===== config.mk =====
export PLATFORM = sky130hd
export DESIGN_NAME = boot_program_loader
export DESIGN_NICKNAME = d
export VERILOG_FILES = /design/src/core/boot_loader_pkg.sv /design/src/core/card_map_if.sv /design/src/core/card_bank_mapper.sv /design/src/core/boot_program_loader.sv
export SDC_FILE = /design/constraint.sdc
export NUM_CORES = 1
export LEC_CHECK = 0
export BUFFER_PORTS_ARGS = -buffer_cell sky130_fd_sc_hd__buf_2
export CORE_MARGIN = 2
export CORE_UTILIZATION = 35
export CTS_CLUSTER_SIZE = 10
export DETAILED_ROUTE_END_ITERATION = 10
export GPL_TIMING_DRIVEN = 0
export MAX_ROUTING_LAYER = met4
export PLACE_DENSITY = 0.7
export SYNTH_ARGS = -nofsm -noshare
export SYNTH_HDL_FRONTEND = slang
export SYNTH_SLANG_ARGS = --single-unit
export TNS_END_PERCENT = 1

===== constraint.sdc =====
create_clock -name i_mclk -period 3.55 [get_ports i_mclk]
set_clock_uncertainty 0.1 [all_clocks]
set_input_delay 0.8875 -clock i_mclk [delete_from_list [all_inputs] [get_ports i_mclk]]
set_output_delay 0.8875 -clock i_mclk [all_outputs]
set_load 0.02 [all_outputs]

===== src/core/boot_loader_pkg.sv =====
// Shared constants, state type and address decode for the boot loader
package boot_loader_pkg;

    // Clock and memory geometry
    localparam int CLK_MHZ          = 40;
    localparam int CLK_NS           = 25;
    localparam int BOOT_ROM_BYTES   = 131072;
    localparam int HOST_FLASH_BYTES = 2097152;
    localparam int REC_FLASH_BYTES  = 1048576;
    localparam int ACQ_FLASH_BYTES  = 262144;
    localparam int CARD_BANK_BYTES  = 524288;
    localparam int BANK_OFS_W       = 19;
    localparam int CARD_ADDR_W      = 22;
    localparam int BANK_W           = CARD_ADDR_W - BANK_OFS_W;
    localparam int FLASH_ADDR_W     = 21;
    localparam int DATA_W           = 16;

    // Card layout: signature in attribute space, images in common space
    localparam logic [21:0] SIG_ADDR      = 22'h000000;
    localparam logic [21:0] HOST_IMG_ADDR = 22'h000000;
    localparam logic [21:0] REC_IMG_ADDR  = 22'h200000;
    localparam logic [21:0] ACQ_IMG_ADDR  = 22'h300000;
    // Card signature word; value is arbitrary
    localparam logic [15:0] CARD_SIGNATURE = 16'h5a3c;

    // Backup data validity
    localparam logic [15:0] OFF_LIMIT_MIN = 16'h001e;

    // Key poll interval and serial bit time
    localparam int KEY_POLL_US    = 10000;
    localparam int KEY_POLL_CYC   = KEY_POLL_US * CLK_MHZ;
    localparam int SER_BIT_NS     = 1000;
    localparam int SER_BIT_CYC    = SER_BIT_NS / CLK_NS;
    localparam int SER_FRAME_BITS = 18;

    typedef enum {
        ST_CHECK, ST_SIG, ST_COPY_RD, ST_COPY_WR,
        ST_SER_RD, ST_SER_TX, ST_RUN
    } loader_state_e;

    // Bank number of a linear card byte address
    function automatic logic [BANK_W-1:0] card_bank(
        input logic [CARD_ADDR_W-1:0] addr);
        card_bank = addr[CARD_ADDR_W-1:BANK_OFS_W];
    endfunction : card_bank

endpackage : boot_loader_pkg


===== src/core/card_map_if.sv =====
// Linear card address in, bank and window offset out
`timescale 1ns/1ps
interface card_map_if;
    import boot_loader_pkg::*;
    logic [CARD_ADDR_W-1:0] lin_addr;
    logic                   attr;
    logic [BANK_W-1:0]      bank;
    logic [BANK_OFS_W-1:0]  offset;
    logic                   attr_sel;
    logic                   clk;
    modport requester (output lin_addr, output attr, output clk,
                       input bank, input offset, input attr_sel);
    modport mapper (input lin_addr, input attr, input clk,
                    output bank, output offset, output attr_sel);
endinterface : card_map_if


===== src/core/card_bank_mapper.sv =====
// Splits a card address into a 512 KB bank and an offset in the bank
`timescale 1ns/1ps
module card_bank_mapper
    import boot_loader_pkg::*;
(
    card_map_if.mapper m
);
    assign m.bank   = card_bank(m.lin_addr);
    assign m.offset = m.lin_addr[BANK_OFS_W-1:0];
    assign m.attr_sel = m.attr;
endmodule : card_bank_mapper


===== src/core/boot_program_loader.sv =====
// Boot loader: card check, flash copy, serial reflash, RAM share, keys
// What this block does
// - After reset the processor fetches from the boot memory first.
// - Boot code tests for a card in the slot and checks its signature.
// - A correct card has its images copied into every system flash.
// - Targets are the main flash and the recorder module's flash.
// - With no card, execution passes to the main system memory.
// - Card memory is mapped through banks of 512 KB each.
// - The host chooses attribute or common card memory per access.
// - After a long off period with a drained capacitor, data is reset.
// - Acquisition processor results reach the host via shared RAM.
// - An upgrade rewrites the acquisition flash over a serial link.
// - Hard keys are polled at a fixed interval and acted upon.
`timescale 1ns/1ps
module boot_program_loader
    import boot_loader_pkg::*;
#(
    parameter int HOST_IMG_BYTES = HOST_FLASH_BYTES,
    parameter int REC_IMG_BYTES  = REC_FLASH_BYTES,
    parameter int ACQ_IMG_BYTES  = ACQ_FLASH_BYTES,
    parameter int POLL_CYC       = KEY_POLL_CYC,
    parameter int KEY_W          = 8,
    parameter int RAM_AW         = 19
) (
    input  wire logic                    i_mclk,
    input  wire logic                    i_rstn,
    input  wire logic                    i_card_present,
    input  wire logic [DATA_W-1:0]       i_card_rdata,
    input  wire logic                    i_card_ack,
    output logic                         o_card_rd,
    output logic [BANK_W-1:0]            o_card_bank,
    output logic [BANK_OFS_W-1:0]        o_card_offset,
    output logic                         o_card_attr,
    input  wire logic                    i_host_card_rd,
    input  wire logic [CARD_ADDR_W-1:0]  i_host_card_addr,
    input  wire logic                    i_host_card_attr,
    output logic                         o_host_card_ack,
    output logic [DATA_W-1:0]            o_host_card_rdata,
    output logic                         o_flash_wr,
    output logic                         o_flash_sel,
    output logic [FLASH_ADDR_W-1:0]      o_flash_addr,
    output logic [DATA_W-1:0]            o_flash_wdata,
    input  wire logic                    i_flash_ack,
    output logic                         o_acq_prog_en,
    output logic                         o_acq_txd,
    input  wire logic                    i_acq_ram_req,
    input  wire logic [RAM_AW-1:0]       i_acq_ram_addr,
    input  wire logic [DATA_W-1:0]       i_acq_ram_wdata,
    output logic                         o_acq_ram_gnt,
    input  wire logic                    i_host_ram_req,
    input  wire logic                    i_host_ram_we,
    input  wire logic [RAM_AW-1:0]       i_host_ram_addr,
    input  wire logic [DATA_W-1:0]       i_host_ram_wdata,
    output logic                         o_host_ram_gnt,
    output logic [DATA_W-1:0]            o_host_ram_rdata,
    output logic                         o_ram_en,
    output logic                         o_ram_we,
    output logic [RAM_AW-1:0]            o_ram_addr,
    output logic [DATA_W-1:0]            o_ram_wdata,
    input  wire logic [DATA_W-1:0]       i_ram_rdata,
    input  wire logic                    i_cap_low,
    input  wire logic [15:0]             i_off_minutes,
    output logic                         o_backup_reinit,
    input  wire logic [KEY_W-1:0]        i_keys,
    output logic [KEY_W-1:0]             o_key_state,
    output logic                         o_key_event,
    output logic                         o_boot_fetch,
    output logic                         o_run_system,
    output logic                         o_upgrade_done
);

    loader_state_e             state;
    logic                      phase;
    logic [CARD_ADDR_W:0]      cnt;
    logic [DATA_W-1:0]         data;
    logic [SER_FRAME_BITS-1:0] shreg;
    logic [5:0]                bit_cnt;
    logic [15:0]               baud_cnt;
    logic                      bk_checked;
    logic                      host_rd_pend;
    logic [31:0]               poll_cnt;
    logic [CARD_ADDR_W-1:0]    img_base;
    logic [CARD_ADDR_W:0]      img_len;
    logic                      last_word;
    logic                      sig_ok;

    card_map_if cm ();

    ////////////////////////////////////////////////////////////////////
    // Card address mapping

    card_bank_mapper u_map (
        .m (cm.mapper)
    );

    // The mapper has no clock of its own; its checks use this one
    assign cm.clk = i_mclk;

    // Image base and length follow the copy phase
    always_comb begin
        if (state == ST_SER_RD || state == ST_SER_TX) begin
            img_base = ACQ_IMG_ADDR;
            img_len  = (CARD_ADDR_W+1)'(ACQ_IMG_BYTES);
        end else if (phase) begin
            img_base = REC_IMG_ADDR;
            img_len  = (CARD_ADDR_W+1)'(REC_IMG_BYTES);
        end else begin
            img_base = HOST_IMG_ADDR;
            img_len  = (CARD_ADDR_W+1)'(HOST_IMG_BYTES);
        end
    end

    assign last_word = (cnt + (CARD_ADDR_W+1)'(2)) >= img_len;
    assign sig_ok    = (i_card_rdata == CARD_SIGNATURE);

    // Loader owns the card until the system runs, then the host does
    // attribute or common
    always_comb begin
        cm.attr     = 1'b0;
        cm.lin_addr = img_base + cnt[CARD_ADDR_W-1:0];
        o_card_rd   = 1'b0;
        case (state)
            ST_SIG: begin
                cm.attr     = 1'b1;
                cm.lin_addr = SIG_ADDR;
                o_card_rd   = 1'b1;
            end
            ST_COPY_RD, ST_SER_RD: o_card_rd = 1'b1;
            ST_RUN: begin
                cm.attr     = i_host_card_attr;
                cm.lin_addr = i_host_card_addr;
                o_card_rd   = i_host_card_rd;
            end
            default: o_card_rd = 1'b0;
        endcase
    end

    assign o_card_bank     = cm.bank;
    assign o_card_offset   = cm.offset;
    assign o_card_attr     = cm.attr_sel;
    assign o_host_card_ack = (state == ST_RUN) && i_card_ack;

    ////////////////////////////////////////////////////////////////////
    // Boot sequence

    always_ff @(posedge i_mclk) begin
        if (!i_rstn) begin
            state <= ST_CHECK;
            phase <= 1'b0;
            cnt   <= '0;
        end else begin
            case (state)
                ST_CHECK: begin
                    state <= i_card_present ? ST_SIG : ST_RUN;
                end
                ST_SIG: if (i_card_ack) begin
                    state <= sig_ok ? ST_COPY_RD : ST_RUN;
                    cnt   <= '0;
                    phase <= 1'b0;
                end
                ST_COPY_RD: if (i_card_ack) begin
                    state <= ST_COPY_WR;
                end
                ST_COPY_WR: if (i_flash_ack) begin
                    if (!last_word) begin
                        cnt   <= cnt + (CARD_ADDR_W+1)'(2);
                        state <= ST_COPY_RD;
                    end else if (!phase) begin
                        phase <= 1'b1;
                        cnt   <= '0;
                        state <= ST_COPY_RD;
                    end else begin
                        cnt   <= '0;
                        state <= ST_SER_RD;
                    end
                end
                ST_SER_RD: if (i_card_ack) begin
                    state <= ST_SER_TX;
                end
                ST_SER_TX: if (bit_cnt == 6'(SER_FRAME_BITS) &&
                               baud_cnt == 16'(SER_BIT_CYC - 1)) begin
                    cnt   <= cnt + (CARD_ADDR_W+1)'(2);
                    state <= last_word ? ST_RUN : ST_SER_RD;
                end
                ST_RUN: state <= ST_RUN;
                default: state <= ST_CHECK;
            endcase
        end
    end

    // Card word latches: data for the copy, o_host_card_rdata for host reads; reflash loads shreg directly
    always_ff @(posedge i_mclk) begin
        if (!i_rstn) begin
            data              <= '0;
            o_host_card_rdata <= '0;
        end else if (i_card_ack) begin
            if (state == ST_RUN)
                o_host_card_rdata <= i_card_rdata;
            else
                data <= i_card_rdata;
        end
    end

    always_ff @(posedge i_mclk) begin
        if (!i_rstn) begin
            o_boot_fetch   <= 1'b1;
            o_run_system   <= 1'b0;
            o_upgrade_done <= 1'b0;
        end else begin
            o_boot_fetch <= (state != ST_RUN) &&
                            !(state == ST_CHECK && !i_card_present) &&
                            !(state == ST_SIG && i_card_ack && !sig_ok);
            o_run_system <= !o_boot_fetch || state == ST_RUN ||
                            (state == ST_CHECK && !i_card_present) ||
                            (state == ST_SIG && i_card_ack && !sig_ok);
            if (state == ST_SER_TX && last_word &&
                bit_cnt == 6'(SER_FRAME_BITS) &&
                baud_cnt == 16'(SER_BIT_CYC - 1))
                o_upgrade_done <= 1'b1;
        end
    end

    ////////////////////////////////////////////////////////////////////
    // Flash write port

    // Data comes from the latch so it is stable for the whole write
    assign o_flash_wr    = (state == ST_COPY_WR);
    assign o_flash_sel   = phase;
    assign o_flash_addr  = cnt[FLASH_ADDR_W-1:0];
    assign o_flash_wdata = data;

    ////////////////////////////////////////////////////////////////////
    // Serial reflash of the acquisition processor

    // serial frame: start, 16 data bits lsb first, stop
    always_ff @(posedge i_mclk) begin
        if (!i_rstn) begin
            shreg    <= '1;
            bit_cnt  <= '0;
            baud_cnt <= '0;
        end else if (state == ST_SER_RD) begin
            shreg    <= {1'b1, i_card_rdata, 1'b0};
            bit_cnt  <= '0;
            baud_cnt <= '0;
        end else if (state == ST_SER_TX) begin
            if (baud_cnt == 16'(SER_BIT_CYC - 1)) begin
                baud_cnt <= '0;
                bit_cnt  <= bit_cnt + 6'(1);
                shreg    <= {1'b1, shreg[SER_FRAME_BITS-1:1]};
            end else begin
                baud_cnt <= baud_cnt + 16'(1);
            end
        end
    end

    // Line idles high; program enable covers the whole reflash
    always_ff @(posedge i_mclk) begin
        if (!i_rstn) begin
            o_acq_txd     <= 1'b1;
            o_acq_prog_en <= 1'b0;
        end else begin
            o_acq_txd     <= (state == ST_SER_TX &&
                              bit_cnt < 6'(SER_FRAME_BITS)) ? shreg[0]
                                                            : 1'b1;
            o_acq_prog_en <= (state == ST_SER_RD || state == ST_SER_TX);
        end
    end

    ////////////////////////////////////////////////////////////////////
    // Shared RAM arbiter

    // acquisition deposits
    // The acquisition side wins: its results must not be dropped,
    // the host simply retries the next cycle
    always_ff @(posedge i_mclk) begin
        if (!i_rstn) begin
            o_ram_en       <= 1'b0;
            o_ram_we       <= 1'b0;
            o_ram_addr     <= '0;
            o_ram_wdata    <= '0;
            o_acq_ram_gnt  <= 1'b0;
            o_host_ram_gnt <= 1'b0;
            host_rd_pend   <= 1'b0;
        end else begin
            o_acq_ram_gnt  <= i_acq_ram_req;
            o_host_ram_gnt <= i_host_ram_req && !i_acq_ram_req;
            o_ram_en       <= i_acq_ram_req || i_host_ram_req;
            host_rd_pend   <= i_host_ram_req && !i_acq_ram_req &&
                              !i_host_ram_we;
            if (i_acq_ram_req) begin
                o_ram_we    <= 1'b1;
                o_ram_addr  <= i_acq_ram_addr;
                o_ram_wdata <= i_acq_ram_wdata;
            end else begin
                o_ram_we    <= i_host_ram_req && i_host_ram_we;
                o_ram_addr  <= i_host_ram_addr;
                o_ram_wdata <= i_host_ram_wdata;
            end
        end
    end

    // Host read data arrives one cycle after the RAM enable
    always_ff @(posedge i_mclk) begin
        if (!i_rstn)
            o_host_ram_rdata <= '0;
        else if (host_rd_pend)
            o_host_ram_rdata <= i_ram_rdata;
    end

    ////////////////////////////////////////////////////////////////////
    // Backup data check and key polling

    always_ff @(posedge i_mclk) begin
        if (!i_rstn) begin
            bk_checked      <= 1'b0;
            o_backup_reinit <= 1'b0;
        end else begin
            bk_checked      <= 1'b1;
            o_backup_reinit <= !bk_checked && i_cap_low &&
                               (i_off_minutes > OFF_LIMIT_MIN);
        end
    end

    always_ff @(posedge i_mclk) begin
        if (!i_rstn) begin
            poll_cnt    <= '0;
            o_key_state <= '0;
            o_key_event <= 1'b0;
        end else if (poll_cnt == 32'(POLL_CYC - 1)) begin
            poll_cnt    <= '0;
            o_key_state <= i_keys;
            o_key_event <= (i_keys != o_key_state);
        end else begin
            poll_cnt    <= poll_cnt + 32'(1);
            o_key_event <= 1'b0;
        end
    end
endmodule : boot_program_loader


# Yosys cells after proc, flatten, opt, wreduce, memory -nomap -nowiden
# Index checks and enable logic that the tools add are counted.
[word_totals]
ff_bits = 231
in_bits = 159
out_inout_bits = 150
wordCells = 141
[classes]
addsub = 5
n_lt_le_gt_ge = 3
eq_ne = 23
muxes = 35
bitwise = 2
n_reduce_logical = 47
[op_table]
columns = ["operator", "n"]
rows = [
  ["$pmux W32 S7", 1],
  ["$mux W32", 5],
  ["$eq A32 B3 Y1 const B", 4],
  ["$eq A32 B2 Y1 const B", 3],
  ["$eq A32 B4 Y1 const B", 3],
  ["$mux W23", 4],
  ["$mux W22", 4],
  ["$pmux W23 S3", 1],
  ["$logic_not A32 Y1", 2],
  ["$mux W17", 3],
  ["$pmux W22 S2", 1],
  ["$add A32 B1 Y32 const B", 1],
  ["$eq A32 B1 Y1 const B", 1],
  ["$eq A32 B19 Y1 const B", 1],
  ["$mux W16", 2],
  ["$ne A32 B4 Y1 const B", 1],
  ["$add A23 B2 Y23 const B", 1],
  ["$ge A23 B23 Y1", 1],
  ["$add A22 B22 Y22", 1],
  ["$mux W19", 1],
  ["$add A16 B1 Y16 const B", 1],
  ["$eq A16 B15 Y1 const B", 1],
  ["$eq A16 B6 Y1 const B", 1],
  ["$gt A16 B5 Y1 const B", 1],
  ["other kinds (20)", 70],
]

# Longest topological paths before layout
# Gate-level depths: netlist of run 1.
[depth]
ltp_word = 7
mapped_depth = 17
mapped_depth_nobuf = 14

# Hierarchy
# From an unflattened synthesis of run 1, not the netlist that was laid out.
[unflattened]
cells_unflattened = 1145
area_unflattened_um2 = 9561.7
[modules_own_cells]
columns = ["mod", "instances", "cells_per_inst", "area_each_um2", "seq_area_each_um2"]
rows = [
  ["boot_program_loader", 1, 1122, 9389.0, 4023.9],
  ["card_bank_mapper", 1, 23, 172.7, 0.0],
]

# Least setup slack after synthesis of run 1
# No wires, ideal clock.
[synth_timing]
path_kind = "reg2reg"
start = "reg cnt[4]"
end = "reg cnt[6]"
setup_ns = 0.117
t_arrival_ns = 3.379
setup_slack_ns = -0.046
stages_incl_launch_ff = 17
path_buffers = 3
synth_period_minus_slack_ns = 3.596
path_cell_list = "dfxtp_1 buf_2 nand4_1 nor4_1 and4_1 and3_1 xor2_1 ha_1 nand2_1 nor2_1 o2111ai_1 nor4_1 nand3_1 a221o_1 buf_6 buf_6 a22o_1"
[synth_via]
elab_chain_cells = 5
word_cells_on_any_way = 6
[synth_rtl]
columns = ["element", "line", "source"]
rows = [
  ["start, declared", "boot_program_loader.sv:74", "logic [CARD_ADDR_W:0] cnt;"],
  ["start signal, assigned", "boot_program_loader.sv:166", "cnt <= cnt + (CARD_ADDR_W+1)'(2);"],
  ["start signal, assigned", "boot_program_loader.sv:182", "cnt <= cnt + (CARD_ADDR_W+1)'(2);"],
  ["$add A23 B2 Y23 *", "boot_program_loader.sv:113, boot_program_loader.sv:166, boot_program_loader.sv:182", ""],
  ["$ge A23 B23 Y1", "boot_program_loader.sv:113", "assign last_word = (cnt + (CARD_ADDR_W+1)'(2)) >= img_len;"],
  ["$mux W23", "boot_program_loader.sv:165", "if (!last_word) begin"],
  ["$mux W23", "boot_program_loader.sv:164", "ST_COPY_WR: if (i_flash_ack) begin"],
  ["$pmux W23 S3 *", "boot_program_loader.sv:152", "case (state)"],
]
# Every way passes the cells marked *; elsewhere a longest branch is shown, timed or not. The select of a mux whose other input is x is not followed.
# A chain may end at the register's enable or synchronous reset.

# Worst setup path after layout of run 1
[layout_timing]
start = "reg state[1]"
end = "out o_card_offset[15]"
[layout_via]
elab_chain_cells = 5
word_cells_on_any_way = 8
[layout_rtl]
columns = ["element", "line", "source"]
rows = [
  ["start, declared", "boot_program_loader.sv:72", "loader_state_e state;"],
  ["start signal, assigned", "boot_program_loader.sv:154", "state <= i_card_present ? ST_SIG : ST_RUN;"],
  ["start signal, assigned", "boot_program_loader.sv:157", "state <= sig_ok ? ST_COPY_RD : ST_RUN;"],
  ["start signal, assigned", "boot_program_loader.sv:183", "state <= last_word ? ST_RUN : ST_SER_RD;"],
  ["$eq A32 B4 Y1", "boot_program_loader.sv:101", "if (state == ST_SER_RD || state == ST_SER_TX) begin"],
  ["$logic_or A1 B1 Y1", "boot_program_loader.sv:101", ""],
  ["$mux W22", "boot_program_loader.sv:101", ""],
  ["$add A22 B22 Y22", "boot_program_loader.sv:120", "cm.lin_addr = img_base + cnt[CARD_ADDR_W-1:0];"],
  ["$pmux W22 S2 *", "boot_program_loader.sv:122", "case (state)"],
  ["end, declared", "boot_program_loader.sv:32", "output logic [BANK_OFS_W-1:0] o_card_offset,"],
]
# Every way passes the cells marked *; elsewhere a longest branch is shown, timed or not.

==> results of run 1 <==
## layer usage
metal / wire (um) / global-route usage (%) / share of wire [%] / up-vias
met4: 658 / 5.58 / 2.4 / 0
met3: 1980 / 3.31 / 7.2 / 50
met1: 11800 / 23.3 / 43 / 4122
met5: 0 / - / 0 / -
met2: 13200 / 32.9 / 48 / 365
li1: - / - / - / 4411
## worst register-to-register path, delay by kind of cell (launching register included)
family	cells	cell delay, ns
and+or+nand+nor	8	1.36
AOI/OAI and AO/OA	3	0.67
xor gates and xnor gates	1	0.07
DFF	1	0.33
adders and majority gates	1	0.30
buffers and inverters	4	0.61
## stage by stage
stage                     utilization (%)  hold slack, ns
after floorplan                         -           0.273
after global placement               42.7           0.280
after detailed placement             42.8           0.280
after CTS                            45.7           0.291
after global routing                 45.9           0.303
final                                45.9           0.288
## area by class of cell
type | instances | area, um^2 | share of cell area (%)
timing repair buffer | 313 | 1590 | 12.9
clock buffer | 32 | 672 | 5.48
inverter | 12 | 45.0 | 0.367
multi-input combinational | 789 | 5010 | 40.9
buffer | 88 | 482 | 3.93
tap | 341 | 427 | 3.48
sequential | 201 | 4040 | 32.9
## repair_timing
action                                  CTS  global route
buffers inserted                          7             1
pin swaps                                 4             5
endpoints found under the setup margin   48            49
gates resized for setup                  17            15
## state kept, by name, indices dropped and copies added, names as in the netlist, 16 cells and up
signal,flops
o_host_ram_rdata,16
o_ram_addr,19
o_host_card_rdata,16
o_flash_wdata,16
shreg,17
baud_cnt,16
cnt,22
poll_cnt,32
o_ram_wdata,16
## worst max-delay path by stage
stage	start	end	slack, ns	depth (start not counted)
after floorplan	cnt[4]$_SDFFE_PN0P_	cnt[6]$_SDFFE_PN0P_	0.07	16
after global placement	state[1]$_SDFFE_PN0P_	o_host_card_ack	-0.88	7
after detailed placement	cnt[4]$_SDFFE_PN0P_	cnt[6]$_SDFFE_PN0P_	-0.54	16
after CTS	cnt[4]$_SDFFE_PN0P_	cnt[6]$_SDFFE_PN0P_	-0.13	16
after global routing	state[1]$_SDFFE_PN0P_	o_card_offset[15]	-0.18	6
final	state[1]$_SDFFE_PN0P_	o_card_offset[15]	-0.01	6
## cell families after synthesis
kind of cell / after synthesis / share of synthesized area (%)
AND/OR/NAND/NOR: 480 / 25.5
flip-flops: 201 / 42.5
AO/OA/AOI/OAI: 173 / 12.8
buffers and inverters: 102 / 5.30
multiplexers: 64 / 6.91
XOR/XNOR: 62 / 5.74
adder cells (fa/ha/maj): 9 / 1.19
other: 1 / 0.0396
## cell usage in the layout (no fill, tap or decap), types with 21 or more instances in the layout
master | synthesis | layout
a21boi_0 | 38 | 38
a22o_1 | 29 | 29
buf_2 | 5 | 305
buf_4 | 24 | 32
clkbuf_1 | 52 | 55
clkbuf_16 | 0 | 25
dfxtp_1 | 201 | 194
mux2i_1 | 62 | 62
nand2_1 | 142 | 140
nand3_1 | 30 | 30
nand4_1 | 21 | 21
nor2_1 | 104 | 104
nor2b_1 | 78 | 78
o21ai_0 | 32 | 32
xnor2_1 | 25 | 25
xor2_1 | 37 | 36
## power by group through the flow
stage	logic (mW)	registers [mW]	clock network, mW
final	1.24	2.47	2.19
after global routing	1.36	2.48	2.34
after CTS	1.23	2.46	2.25
after detailed placement	1.23	2.50	0
after global placement	1.21	2.50	0
after floorplan	0.702	2.57	0
==> impl_results.md, run 1 <==
- Total negative slack: -0.0109 ns
- Crit-path slowest cell: dfxtp_1
- Die span in y: 168 um
- Highest clock rate: 0.281 GHz
- # hold bufs at CTS: 0
- Worst-margin pin slew: 0.936 ns
- Initial Util: 35.4%
- Commonest cells post-synth: 201 x dfxtp_1, 142 x nand2_1, 104 x nor2_1, 78 x nor2b_1, 62 x mux2i_1
- Final instance area: ~12000 um^2
- Final hold vios: 0
- Slew Viols, Final: 0
- H-tree depth: 1
- CP endpoint kind: primary output
- Worst-path cell chain: inv_1 -> nor3b_4 -> buf_4 -> clkbuf_1 -> a22o_1 -> buf_2
- Die area: around 28000 um^2
- Placed instance area: 11400 um^2
- Hold Path Cell Cnt: 1
- Pre-CTS WS: -0.543 ns
- Post-DRT Antenna Nets: 0
- Final setup violation count: 1
- Dpl cells: 1738
- Drt initial violations: 542
- Skew-Pair Late Insertion Delay: approximately 0.52 ns
- Reg-to-reg slack, setup: approximately 0.020 ns
- Drt pass-1 iters: 5
- Post-route setup slack: -0.0109 ns
- Delay of the slowest critical-path stage: 0.48 ns
- Power, Total: 5.90 mW
- Int Pwr: 4.13 mW
- Max IR drop VDD: 343 uV
- Hold EP: o_backup_reinit$_SDFF_PN0_
- Logic pwr share: 21.0%
- Final period utilization: 100%
- WL per Instance: 15.5 um
- Layout cells sized above 1: between 20 and 30%
- Switch share: 29.9%
- Async S/R FF share, synth: 0%
- Overflow after GRT: 0
- Synth area leaders: dfxtp_1 43%, mux2i_1 6.6%, nand2_1 5.6%
- Synth Warn #: 0
- Reg clk slew, reported paths: 0.06 ns
- IO buf count: a little over 300
- Failing checks: negative setup slack
- Seq pwr share: a little over two fifths
- Total Wirelength: 27.6 mm
- Std cell rows: 60
- Detailed placer's ending HPWL: 20.8 mm
- Filler cell count: 2627
- Dominant synthesized flop cell: dfxtp_1
- Clock Tree Buf Depth: 3
- Number of CTS-inserted buffers: 24
- Net switching power: 1.76 mW
- Initial antenna violation count: 0
- Leading area contributor after synthesis: dfxtp_1
- Num Clock Sinks: about 200
- RR Endpoint: cnt[6]$_SDFFE_PN0P_
- Top-count cell post-synth: dfxtp_1
- Area delta synth->final: 29.5%
- Vias per Instance: approximately 5.0
- GRT Resource Usage Total: 19.2%
- Vias in the first global route: 8652
- Core Footprint: 26700 um^2
- Post-synthesis sequential area ratio: a little over two fifths
- Hold_sp: bk_checked$_DFF_P_
- Syn nets: 1260
- Startpoint type of the worst setup path: register
- Mean Syn Cell Area: 8.67 um^2
- Slew margin rel.: 37.6%
- MaxCap Viol Count: 0
- Fin cells: 1776
- CTS tree: yes
- CP arrival: 2.57 ns
- Nets@finish: between 1.5k and 2k
- Pin count of the biggest net entering global routing: 12
- Crit path max fanout: 10
- CP Class: register to primary output
- Leakage: 5.29 nW
- Number of flops mapped to enable cells by yosys: 0
- Via count: 8948
- Die Width: 168 um
- I/O pin count: between 300 and 400
- Hold WC Path Type: register to register
- Synth top area share: 42.5%
- Yosys cell types: 63
- Post-Synthesis Cells: 1092
- Buffers & Inverters on Critical Path: 4
- First-pass GRT wire length: 43.2 mm
- Synth Register Bits: 201
- Area of the mapped netlist: between 9000 and 10000 um^2
- Reg2reg path depth: 17
- Data required, critical path: 2.56 ns
- RSZ-0062 raised after global routing: true
- Worst r2r src: cnt[11]$_SDFFE_PN0P_
- Status: finished, violations left
- DR DRC count: 0
- Cell class contributing the biggest share of worst-path delay: buffers and inverters
- CTS root buffer: clkbuf_16
- Clock Power Share: 37.2%
- Fin crit period: 3.56 ns
- Pwr Density: 481 nW/um^2
- GPL Wtd Cong: 0.849
- Diodes inserted: 0
Power figures use the tool's default switching activity.
==> inputs of run 2 (changes only) <==
- CORE_ASPECT_RATIO: default -> 1.4
==> run 2 against run 1 <==
Final area grew 2.2%. Combinational power is essentially flat. Die area is essentially flat. Register-to-register slack lost 0.04 ns. Worst hold slack gained 0.016 ns. The flow still finishes with violations (negative setup slack). Sequential share of layout area shrank 0.68 points. Global-route usage shrank 0.099 points. Maximum frequency shrank 0.15%. Sequential power is essentially flat. Cell count grew 2.2%. Critical path depth grew 12. Via count grew 0.64%.
==> impl_results.md, run 2 (synthesized netlist as in run 1, its figures left out) <==
- Status: finished, violations left
- Failing checks: negative setup slack
- Vias per Instance: 4.96
- Post-Route Utilization: 46.9%
- Final setup violation count: 6
- Placed instance area: 11500 um^2
- Multi-input gate area: 5070 um^2
- CP Class: register to register
- Power, Total: about 5.9 mW
- Die area: 28400 um^2
- Register Area: around 4000 um^2
- Max reg flops: 32
- CP endpoint kind: register
- Post-route setup slack: -0.0164 ns
- Reg clk slew, reported paths: 0.05 ns
- Skew-Pair Late Insertion Delay: between 0.5 and 0.6 ns
- Pwr Density: 475 nW/um^2
- Final instance area: about 13000 um^2
- Final hold vios: 0
- Hold WC Path Type: register to register
- RR Endpoint: cnt[7]$_SDFFE_PN0P_
- Vias in the first global route: 8730
- Dpl cells: 1762
- Area delta synth->final: 32.4%
- First-pass GRT wire length: around 43 mm
- Clock Tree Buf Depth: 3
- Number of CTS-inserted buffers: 24
- Overflow after GRT: 0
- CTS root buffer: clkbuf_16
- Fin cells: 1815
- Leakage: 5.43 nW
- Reg-to-reg slack, setup: -0.02 ns
- Largest regs: poll_cnt (32), cnt (22), o_ram_addr (19)
- Final period utilization: 100%
- GRT Resource Usage Total: 19.1%
- Die Width: about 140 um
- Detailed placer's ending HPWL: 20.5 mm
- Data required, critical path: between 3 and 4 ns
- Worst-margin pin slew: 0.837 ns
- Min Hold Slack: 0.304 ns
- Post-DRT Antenna Nets: 0
- Slew Viols, Final: 0
- Drt pass-1 iters: 5
- MaxCap Viol Count: 0
- Highest clock rate: 0.280 GHz
- Drt initial violations: 291
- Initial Util: around 35%
- DR DRC count: 0
- Total Wirelength: 27.7 mm
- Nets@finish: 1613
- Initial antenna violation count: 2
- WL per Instance: 15.3 um
- Std cell rows: 71
- CTS tree: yes
- Filler cell count: 2581
- Hold EP: o_backup_reinit$_SDFF_PN0_
- Fin crit period: 3.57 ns
- Worst r2r src: cnt[13]$_SDFFE_PN0P_
- Pin count of the biggest net entering global routing: 12
- Most common cell after layout, fill and taps aside: buf_2
- Die span in y: 199 um
- Pre-CTS WS: -0.598 ns
- Reg2reg path depth: 18
- Slew margin rel.: between 40% and 50%
- I/O pin count: around 310
- H-tree depth: 1
- Hold_sp: bk_checked$_DFF_P_
- Biggest register: poll_cnt
- Startpoint type of the worst setup path: register
- Total negative slack: -0.0390 ns
- RSZ-0062 raised after global routing: true
- IO buf count: a little over 300
- Most frequent cells in the layout: 305 x buf_2, 192 x dfxtp_1, 139 x nand2_1
- Via count: 9005
- Layout cells sized above 1: slightly above 30%
- Hold Path Cell Cnt: 1
- GPL Wtd Cong: 0.875
- # hold bufs at CTS: 0
- CP arrival: about 3.8 ns
- Num Clock Sinks: 201
- Core Footprint: between 20000 and 30000 um^2
- Max IR drop VDD: 395 uV
- Crit path max fanout: 7
==> run 2: where the power goes <==
part / internal, mW / leakage, nW / switching, mW
clock network: 1.35 / 0.338 / 0.886
registers: 2.39 / 1.64 / 0.0772
logic: 0.465 / 3.45 / 0.781
total: 4.20 / 5.43 / 1.74
==> run 2: worst max-delay path by stage <==
| stage | start | to | slack, ns | cells past startpoint |
|---|---|---|---|---|
| final | cnt[13]$_SDFFE_PN0P_ | cnt[7]$_SDFFE_PN0P_ | -0.02 | 18 |
| after global routing | cnt[13]$_SDFFE_PN0P_ | cnt[11]$_SDFFE_PN0P_ | -0.17 | 17 |
| after CTS | cnt[2]$_SDFFE_PN0P_ | cnt[15]$_SDFFE_PN0P_ | -0.14 | 17 |
| after detailed placement | cnt[4]$_SDFFE_PN0P_ | cnt[15]$_SDFFE_PN0P_ | -0.60 | 17 |
| after global placement | state[1]$_SDFFE_PN0P_ | o_host_card_ack | -0.80 | 7 |
| after floorplan | cnt[4]$_SDFFE_PN0P_ | cnt[6]$_SDFFE_PN0P_ | 0.07 | 16 |
==> run 2: layout make-up <==
| class | count | area share [%] |
|---|---|---|
| plain buffers | 89 | 4.00 |
| clock buffers | 28 | 5.24 |
| diodes | 2 | 0.0399 |
| multi-input cells | 789 | 40.4 |
| clock inverters | 1 | 0.240 |
| well taps | 365 | 3.65 |
| flip-flops and latches | 201 | 32.2 |
| inverters | 12 | 0.360 |
| repair buffers | 328 | 13.8 |
==> run 2: critical path, cell delays in order, from the launching register on <==
cell and delay [ns]:
dfxtp_2 0.34, buf_6 0.12, nand4_1 0.13, buf_4 0.18
nor4_4 0.26, and4_4 0.26, and3_4 0.19, xor2_2 0.08
ha_1 0.31, nand2_2 0.07, nor2_2 0.09, o2111ai_2 0.13
nor4_4 0.23, nand3_1 0.12, a221o_1 0.34, buf_6 0.15
buf_6 0.12, a21oi_1 0.14, a31oi_1 0.05
==> run 2: what timing repair did <==
item / CTS / global route
hold endpoints to repair: 0 / 0
gates cloned: 1 / 0
gates resized for setup: 33 / 26
endpoints found under the setup margin: 48 / 45
pin swaps: 21 / 10
setup buffers: 19 / 3
==> run 2: per-layer routing <==
metal / vias to the layer above / global-route usage (%) / share of wire, %
met1: 4091 / 21.8 / 40
met3: 80 / 3.68 / 7.3
li1: 4437 / - / -
met4: 0 / 7.63 / 3.7
met2: 397 / 32.9 / 49
met5: - / - / 0
